--- src/mra_pkg.sv ---
`default_nettype none
package mra_pkg;
	// Register byte offsets
	localparam logic [3:0] OFF_REGION_REGION_START_ADDR   = 4'h0;
	localparam logic [3:0] OFF_REGION_ACCESS = 4'h4;
	localparam logic [3:0] OFF_CORE_CONFIG   = 4'h8;
	localparam logic [3:0] OFF_UNIT_STATUS   = 4'hc;
	// Region region_start_addr register fields
	localparam int IDX_LSB   = 0;
	localparam int D_BIT     = 4;
	localparam int START_LSB = 6;
	localparam int START_W   = 26;
	// Region access register fields
	localparam int WR_BIT    = 0;
	localparam int RD_BIT    = 1;
	localparam int PERMISSION_FIELD_LSB  = 2;
	localparam int PERMISSION_FIELD_W    = 3;
	localparam int C_BIT     = 5;
	localparam int MASKL_LSB = 6;
	// Core configuration fields
	localparam int PE_BIT    = 0;
	localparam int LIM_BIT   = 1;
	// Status fields
	localparam int ST_ACTIVE = 0;
	localparam int ST_DEBUG  = 1;
	localparam int ST_STALE  = 2;
	localparam int ST_OFF    = 3;
	// Region count and stored entry layout
	localparam int REGION_IDX_W = 4;
	localparam int ENTRY_W      = 2 * START_W + 1 + PERMISSION_FIELD_W;
	// Reset values
	localparam logic [31:0] RST_REGION_REGION_START_ADDR   = 32'h0000_0000;
	localparam logic [31:0] RST_REGION_ACCESS = 32'h0000_0000;
	localparam logic [1:0]  RST_CORE_CONFIG   = 2'h0;
	// Bus responses
	localparam logic [1:0] RESP_OKAY   = 2'h0;
	localparam logic [1:0] RESP_SLVERR = 2'h2;
	// Write path states
	typedef enum logic [1:0] {
		WS_IDLE = 2'b00,
		WS_LOAD = 2'b01,
		WS_RESP = 2'b10
	} mra_wstate_e;
endpackage
`default_nettype wire

--- src/mra_mem_if.sv ---
`timescale 1ns/100ps
`default_nettype none
interface mra_mem_if #(parameter int AW = 5, parameter int DW = 56);
	logic          we;    // Store strobe
	logic [AW-1:0] waddr; // Store slot
	logic [DW-1:0] wdata; // Attributes to store
	logic          re;    // Load strobe
	logic [AW-1:0] raddr; // Load slot
	logic [DW-1:0] rdata; // Registered load data
	modport ctl (output we, waddr, wdata, re, raddr, input rdata);
	modport mem (input we, waddr, wdata, re, raddr, output rdata);
endinterface
`default_nettype wire

--- src/mra_region_mem.sv ---
`timescale 1ns/100ps
`default_nettype none
module mra_region_mem #(
	parameter int AW = 5,
	parameter int DW = 56
) (
	// Clock
	input wire logic i_core_clk,
	// Port
	mra_mem_if.mem   port
);
	// Attribute store, one word per region slot
	logic [DW-1:0] store [2**AW];
	logic [DW-1:0] rdata_q; // Registered read data

	// Write and registered read; no reset so it maps to block memory
	always_ff @(posedge i_core_clk) begin
		if (port.we) begin
			store[port.waddr] <= port.wdata;
		end
		if (port.re) begin
			rdata_q <= store[port.raddr];
		end
	end

	assign port.rdata = rdata_q;
endmodule // mra_region_mem
`default_nettype wire

--- src/mra_region_access.sv ---
`timescale 1ns/100ps
`default_nettype none
module mra_region_access
	import mra_pkg::*;
#(
	parameter int IDX_W = REGION_IDX_W
) (
	// Clock and reset
	input  wire logic        i_core_clk,
	input  wire logic        i_rst_b,
	// AXI4-Lite write address and data
	input  wire logic        i_s_axi_awvalid,
	output logic             o_s_axi_awready,
	input  wire logic [31:0] i_s_axi_awaddr,
	input  wire logic        i_s_axi_wvalid,
	output logic             o_s_axi_wready,
	input  wire logic [31:0] i_s_axi_wdata,
	input  wire logic [3:0]  i_s_axi_wstrb,
	// AXI4-Lite write response
	output logic             o_s_axi_bvalid,
	input  wire logic        i_s_axi_bready,
	output logic [1:0]       o_s_axi_bresp,
	// AXI4-Lite read
	input  wire logic        i_s_axi_arvalid,
	output logic             o_s_axi_arready,
	input  wire logic [31:0] i_s_axi_araddr,
	output logic             o_s_axi_rvalid,
	input  wire logic        i_s_axi_rready,
	output logic [31:0]      o_s_axi_rdata,
	output logic [1:0]       o_s_axi_rresp,
	// Core side
	input  wire logic        i_debug_mode,
	input  wire logic        i_flushp,
	output logic             o_pipe_flush,
	output logic             o_prot_active,
	output logic             o_limit_mode,
	output logic             o_regions_stale
);
	localparam int AW = IDX_W + 1;

	////////////////////////////////////////////////////////////////////////
	// Helpers
	// Disabled-region test, used only by the status read; the enable path does not use it
	function automatic logic region_off(input logic [31:0] b, input logic [31:0] a,
		input logic lim);
		logic [START_W-1:0] st;
		logic [START_W-1:0] ml;
		st = b[START_LSB +: START_W];
		ml = a[MASKL_LSB +: START_W];
		region_off = lim ? ((st != '0) && (ml == '0)) : (ml == '0);
	endfunction

	// Slot address from the index and selector held in region_start_addr
	function automatic logic [AW-1:0] slot(input logic [31:0] b);
		slot = {b[D_BIT], b[IDX_LSB +: IDX_W]};
	endfunction

	////////////////////////////////////////////////////////////////////////
	// State
	mra_wstate_e st, next_st;           // Write path state
	logic        aw_held, next_aw_held; // Write address captured
	logic        w_held, next_w_held;   // Write data captured
	logic [3:0]  wa, next_wa;           // Captured write offset
	logic [31:0] wd, next_wd;           // Captured write data
	logic        wfull, next_wfull;     // Captured strobes all set
	logic [1:0]  bresp, next_bresp;     // Pending write response
	logic [31:0] region_start_addr_q, next_region_start_addr;     // Region region_start_addr register
	logic [31:0] acc_q, next_acc;       // Region access register
	logic [1:0]  cfg_q, next_cfg;       // Core configuration
	logic        flush_q, next_flush;   // Pipeline flush pulse
	logic        stale_q, next_stale;   // Region writes awaiting a flush
	logic        active_q, next_active; // Checks in force
	logic        rvalid_q, next_rvalid; // Read answer pending
	logic [31:0] rdata_q, next_rdata;   // Read answer data
	logic [1:0]  rresp_q, next_rresp;   // Read answer response
	logic        exec;                  // Captured write executes now
	logic        ld_flag, sr_flag;      // Decoded access flags

	mra_mem_if #(.AW(AW), .DW(ENTRY_W)) mem_bus ();

	mra_region_mem #(.AW(AW), .DW(ENTRY_W)) u_mem (
		.i_core_clk (i_core_clk),
		.port       (mem_bus.mem)
	);

	////////////////////////////////////////////////////////////////////////
	// Write path: capture, execute, respond
	// Address and data may arrive in either order; nothing new is taken
	// until the response has been accepted, so one write is under way.
	always_comb begin
		next_st      = st;
		next_aw_held = aw_held;
		next_w_held  = w_held;
		next_wa      = wa;
		next_wd      = wd;
		next_wfull   = wfull;
		next_bresp   = bresp;
		next_region_start_addr    = region_start_addr_q;
		next_acc     = acc_q;
		next_cfg     = cfg_q;
		next_flush   = 1'b0;
		next_stale   = stale_q;
		mem_bus.we    = 1'b0;
		mem_bus.waddr = slot(region_start_addr_q);
		mem_bus.wdata = {region_start_addr_q[START_LSB +: START_W], wd[MASKL_LSB +: START_W],
			wd[C_BIT], wd[PERMISSION_FIELD_LSB +: PERMISSION_FIELD_W]};
		mem_bus.re    = 1'b0;
		mem_bus.raddr = slot(region_start_addr_q);
		exec    = aw_held && w_held && (st == WS_IDLE);
		ld_flag = wd[RD_BIT] && !wd[WR_BIT];
		sr_flag = wd[WR_BIT] && !wd[RD_BIT];
		// Capture address and data
		if (o_s_axi_awready && i_s_axi_awvalid) begin
			next_aw_held = 1'b1;
			next_wa      = i_s_axi_awaddr[3:0];
		end
		if (o_s_axi_wready && i_s_axi_wvalid) begin
			next_w_held = 1'b1;
			next_wd     = i_s_axi_wdata;
			// Strobes belong to the data beat and may change once it is taken
			next_wfull  = (i_s_axi_wstrb == 4'hf);
		end
		// Explicit flush or a flushing write retires staged region writes
		if (flush_q || i_flushp) begin
			next_stale = 1'b0;
		end
		case (st)
			WS_IDLE: begin
				if (exec) begin
					next_st    = WS_RESP;
					next_bresp = RESP_OKAY;
					// Partial strobes are refused rather than merged
					if (!wfull || (wa[1:0] != 2'h0)) begin
						next_bresp = RESP_SLVERR;
					end else begin
						case (wa)
							OFF_REGION_REGION_START_ADDR: begin
								// Selection only; no fetch here
								next_region_start_addr = wd & ~32'h0000_0020;
							end
							OFF_REGION_ACCESS: begin
								if (ld_flag) begin
									mem_bus.re = 1'b1;
									next_st    = WS_LOAD;
								end else if (sr_flag) begin
									mem_bus.we = 1'b1;
									next_acc   = wd & ~32'h0000_0003;
									next_stale = 1'b1;
								end else if (!wd[RD_BIT]) begin
									next_acc = wd;
								end
								// Both flags set: ignored, nothing changes
							end
							OFF_CORE_CONFIG: begin
								next_cfg   = wd[1:0];
								next_flush = 1'b1;
							end
							default: begin
								next_bresp = RESP_SLVERR;
							end
						endcase
					end
				end
			end
			WS_LOAD: begin
				// Both registers change in one edge, never half-loaded
				next_region_start_addr[START_LSB +: START_W] =
					mem_bus.rdata[ENTRY_W-1 -: START_W];
				next_acc = {mem_bus.rdata[PERMISSION_FIELD_W+1 +: START_W],
					mem_bus.rdata[PERMISSION_FIELD_W], mem_bus.rdata[PERMISSION_FIELD_W-1:0],
					2'b00};
				next_st = WS_RESP;
			end
			WS_RESP: begin
				if (i_s_axi_bready) begin
					next_st      = WS_IDLE;
					next_aw_held = 1'b0;
					next_w_held  = 1'b0;
				end
			end
			default: begin
				next_st = WS_IDLE;
			end
		endcase
	end

	// Write path registers
	always_ff @(posedge i_core_clk or negedge i_rst_b) begin
		if (!i_rst_b) begin
			st      <= WS_IDLE;
			aw_held <= 1'b0;
			w_held  <= 1'b0;
			wa      <= 4'h0;
			wd      <= 32'h0000_0000;
			wfull   <= 1'b0;
			bresp   <= RESP_OKAY;
			region_start_addr_q  <= RST_REGION_REGION_START_ADDR;
			acc_q   <= RST_REGION_ACCESS;
			cfg_q   <= RST_CORE_CONFIG;
			flush_q <= 1'b0;
			stale_q <= 1'b0;
		end else begin
			st      <= next_st;
			aw_held <= next_aw_held;
			w_held  <= next_w_held;
			wa      <= next_wa;
			wd      <= next_wd;
			wfull   <= next_wfull;
			bresp   <= next_bresp;
			region_start_addr_q  <= next_region_start_addr;
			acc_q   <= next_acc;
			cfg_q   <= next_cfg;
			flush_q <= next_flush;
			stale_q <= next_stale;
		end
	end

	assign o_s_axi_awready = !aw_held;
	assign o_s_axi_wready  = !w_held;
	assign o_s_axi_bvalid  = (st == WS_RESP);
	assign o_s_axi_bresp   = bresp;

	////////////////////////////////////////////////////////////////////////
	// Read path and protection state
	// Read access is never gated by debug mode, so a debugger sees every register
	always_comb begin
		next_rvalid = rvalid_q;
		next_rdata  = rdata_q;
		next_rresp  = rresp_q;
		// Debug bypass is a plain gate: regions keep their contents
		next_active = cfg_q[PE_BIT] && !i_debug_mode;
		if (rvalid_q && i_s_axi_rready) begin
			next_rvalid = 1'b0;
		end
		if (o_s_axi_arready && i_s_axi_arvalid) begin
			next_rvalid = 1'b1;
			next_rresp  = RESP_OKAY;
			case (i_s_axi_araddr[3:0])
				OFF_REGION_REGION_START_ADDR:   next_rdata = region_start_addr_q;
				OFF_REGION_ACCESS: next_rdata = acc_q;
				OFF_CORE_CONFIG:   next_rdata = {30'h0, cfg_q};
				OFF_UNIT_STATUS: begin
					next_rdata = 32'h0000_0000;
					next_rdata[ST_ACTIVE] = active_q;
					next_rdata[ST_DEBUG]  = i_debug_mode;
					next_rdata[ST_STALE]  = stale_q;
					next_rdata[ST_OFF]    = region_off(region_start_addr_q, acc_q,
						cfg_q[LIM_BIT]);
				end
				default: begin
					next_rdata = 32'h0000_0000;
					next_rresp = RESP_SLVERR;
				end
			endcase
		end
	end

	// Read path registers
	always_ff @(posedge i_core_clk or negedge i_rst_b) begin
		if (!i_rst_b) begin
			rvalid_q <= 1'b0;
			rdata_q  <= 32'h0000_0000;
			rresp_q  <= RESP_OKAY;
			active_q <= 1'b0;
		end else begin
			rvalid_q <= next_rvalid;
			rdata_q  <= next_rdata;
			rresp_q  <= next_rresp;
			active_q <= next_active;
		end
	end

	assign o_s_axi_arready = !rvalid_q;
	assign o_s_axi_rvalid  = rvalid_q;
	assign o_s_axi_rdata   = rdata_q;
	assign o_s_axi_rresp   = rresp_q;
	assign o_pipe_flush    = flush_q;
	assign o_prot_active   = active_q;
	assign o_limit_mode    = cfg_q[LIM_BIT];
	assign o_regions_stale = stale_q;

	logic ok_w;  // Full-word write to an aligned offset
	assign ok_w = wfull && (wa[1:0] == 2'h0);
endmodule // mra_region_access
`default_nettype wire

--- config.mk ---
export PLATFORM = sky130hd
export DESIGN_NAME = mra_region_access
export DESIGN_NICKNAME = d
export VERILOG_FILES = /design/src/mra_pkg.sv /design/src/mra_mem_if.sv /design/src/mra_region_mem.sv /design/src/mra_region_access.sv
export SDC_FILE = /design/constraint.sdc
export NUM_CORES = 2
export LEC_CHECK = 0
export BUFFER_PORTS_ARGS = -buffer_cell sky130_fd_sc_hd__buf_2
export CELL_PAD_IN_SITES_DETAIL_PLACEMENT = 0
export CELL_PAD_IN_SITES_GLOBAL_PLACEMENT = 1
export CORE_MARGIN = 1.5
export CORE_UTILIZATION = 58
export DETAILED_ROUTE_END_ITERATION = 6
export PLACE_DENSITY = 0.85
export SLEW_MARGIN = 20
export SYNTH_ARGS = -nofsm -noshare
export SYNTH_HDL_FRONTEND = slang
export SYNTH_SLANG_ARGS = --single-unit
--- constraint.sdc ---
create_clock -name i_core_clk -period 11.4 [get_ports i_core_clk]
set_clock_uncertainty 0.1 [all_clocks]
set_input_delay 2.85 -clock i_core_clk [delete_from_list [all_inputs] [get_ports i_core_clk]]
set_output_delay 2.85 -clock i_core_clk [all_outputs]
set_load 0.005 [all_outputs]
==> flow_summary.ini <==
[status]
status = finished clean

[clock_tree]
cts_resized = 0
clk_path_buf_depth = 3
htreeDepth = 4
worstSkewPairLatency_ps = 820
clock-sinks = 1991
cts_tree = done
hold_buffers = 0
numCtsBuffers = 188
post-cts-setup-buffers = 0
clk_pin_slew_ps = 60
cts_root_buffer = clkbuf_16

[place]
dpl.hpwl_mm = 107
place.gp.congestion = 0.828
preCtsSetupSlack_ps = 6430
portBuffers = 95

[pwr]
peakVddDrop_mv = 0.125
power.leakage_nw = 26.8
power_mw = 17.7
p_per_area_nw_per_um2 = 208

[timing]
finalHoldViolCount = 0
layout_setup_ws_ps = 6300
fin_crit_ps = 5100
report.final.setup_viol = 0
finalSetupTns_ps = 0
tightest_slew_ps = 1260
hold_ws_ps = 377
rsz0062_at_grt = no
clock.fmax_mhz = 196
finalCritPeriodShare = 0.447
report.final.slew_viol_count = 0
max_slew_margin = 0.154

[synthesis]
ys.flop_type = edfxtp_1
synth-seq-area-share = 0.778
synth_top_cell_by_area = edfxtp_1
synth_area_per_cell_um2 = 18.0
ys_async_sr_fraction = 0.0718
muxShareOfSynthArea = 0.129
yosys.area.top_type_share = 0.731
ys_seq_elements = 1991
synth_area_um2 = 75900
synthAdderAreaFrac = 0
synth_cell_types = 47
synth_top_family_by_area = multiplexers
synthCells = 4225
synthSimpleGateAreaFrac = 0.0295
synth-edff-count = 1848
yosys_warnings = 0
synth-xor-area-share = 0
synth_compound_area_frac = 0.0490
synth_area_leaders = edfxtp_1 (73%), mux2i_1 (12%), dfrtp_1 (4.7%)

[worst_setup_path]
crit_family = simple AND/OR/NAND/NOR gates
critical_path_class = register to register
worstPathMaxFanout = 28
r2r_setup_slack_ps = 6300
cp_num_buf_inv = 2
critPathSlowestCell = nor4_4
cp_data_arrival_time_ps = 5420
cpMostUsedCell = buf_4
required_ps = 11720
cp-end-kind = register
slowest_delay_ps = 1140
path_cells = nand4bb_1 > nor4_4 > nand3b_4 > nor2_4 > buf_4 > buf_4
start_kind = register

[die]
die_x_um = 365
fp.coreArea_um2 = 130000
ioPinCount = 154
die_area_um2 = 133000
rows = 132
start_util = 0.585
fp.dieH_um = 365

[route]
vias = 42922
antenna_left = 0
drtPass1Iterations = 6
wire_per_inst_um = 34.6
drcViolationCount = 0
vias_per_cell = 6.83
drtIter0Drc = 6256
wl_mm = 217

[run]
drv_cap = 0

[global_route]
grt_overflow = 0
grt_use_total = 0.325
grt_pass1_vias = 40865
grt_pass1_wl_mm = 300
antenna_found_initial = 4
grt_max_degree = 132

[layout]
final_cell_mix = edfxtp_1 (1848), mux2i_1 (926), o22ai_1 (448)
multi_input_area_um2 = 16100
fillCellCount = 8520
fin_nets = 4483
final_common_cell = edfxtp_1
ff_latch_area_um2 = 59100
syn2layout_area_growth_pct = 12.0
drive_gt1_frac = 0.136

[hold_path]
worst_hold_path_type = register to register
## synth_stat cells (4+ instances only)
cell          n
nor4_1      123
nand4b_1      4
buf_2        74
o211ai_1     31
o21ai_0      30
mux2i_1     926
clkbuf_1    124
nor2_1       35
a21oi_1       5
nor3_2        4
nand3b_1      4
a22o_1        4
buf_1        51
a22oi_1      56
nand4bb_1     7
inv_1         6
dfrtp_1     143
o22ai_1     448
nand4_1       6
mux2_2       44
edfxtp_1   1848
nand3_1      34
nor3_1        8
nand2_1     173
nor2b_1       5
## metrics by stage
step                 util  instances  area (um^2)
detailed placement  0.608       5924        78800
CTS                 0.655       6277        84900
floorplan               -       4226        75900
global placement    0.608       5923        78800
global route        0.656       6279        85000
finish              0.656       6280        85000
## area by class of cell
type                    count  area share
inverters                   6    0.000265
multi-input cells        1977       0.190
diodes                      1   0.0000294
repair buffers            210      0.0169
well taps                1742      0.0256
clock buffers             260      0.0622
clock inverters            93     0.00986
flip-flops and latches   1991       0.695
## cell families after synthesis
group | after synthesis
DFF | 1991
muxes | 971
AOI/OAI and AO/OA | 581
and+or+nand+nor | 423
buffers and inverters | 258
other | 1
## metal layers
layer | part of all wire | track usage | up-vias
met3 | 0.13 | 0.0703 | 594
li1 | - | - | 17336
met2 | 0.47 | 0.507 | 3214
met5 | 0.000060 | 0 | -
met4 | 0.047 | 0.145 | 2
met1 | 0.36 | 0.444 | 21776
## flip-flops by register name (all words and copies together) (netlist names)
name and flops:
o_s_axi_rresp 1, u_mem.store 1792, o_pipe_flush 1, u_mem.port.rdata 56, o_s_axi_bresp 1, o_regions_stale 1, wfull 1, o_s_axi_rdata 32
cfg_q 2, w_held 1, o_s_axi_rvalid 1, region_start_addr_q 31, acc_q 31, aw_held 1, wd 32, o_prot_active 1
st 2, wa 4
## final timing paths
| check | startpoint | end | depth (start not counted) |
|---|---|---|---|
| min in group asynchronous | i_rst_b | wd[9]$_DFFE_PN0P_ | 1 |
| hold reg to reg | o_s_axi_rdata[13]$_DFFE_PN0P_ | o_s_axi_rdata[13]$_DFFE_PN0P_ | 2 |
| setup reg to reg | st[1]$_DFFE_PN0P_ | u_mem.store[21][47]$_DFFE_PP_ | 6 |
| setup / recovery | st[1]$_DFFE_PN0P_ | u_mem.store[21][47]$_DFFE_PP_ | 6 |
| hold / removal | o_s_axi_rdata[13]$_DFFE_PN0P_ | o_s_axi_rdata[13]$_DFFE_PN0P_ | 2 |
| max in group asynchronous | i_rst_b | wd[12]$_DFFE_PN0P_ | 2 |
## worst min-delay path, cell delays in order, from the launching register on
cell	delay, ps
dfrtp_1	340
nand2_1	50
o21ai_0	60
## power breakdown
part           switching, mW  internal, mW  total, mW
registers              0.719          8.82       9.54
clock network           2.67          3.54       6.20
logic                   1.22         0.714       1.93
(Power assumes the default switching activity.)
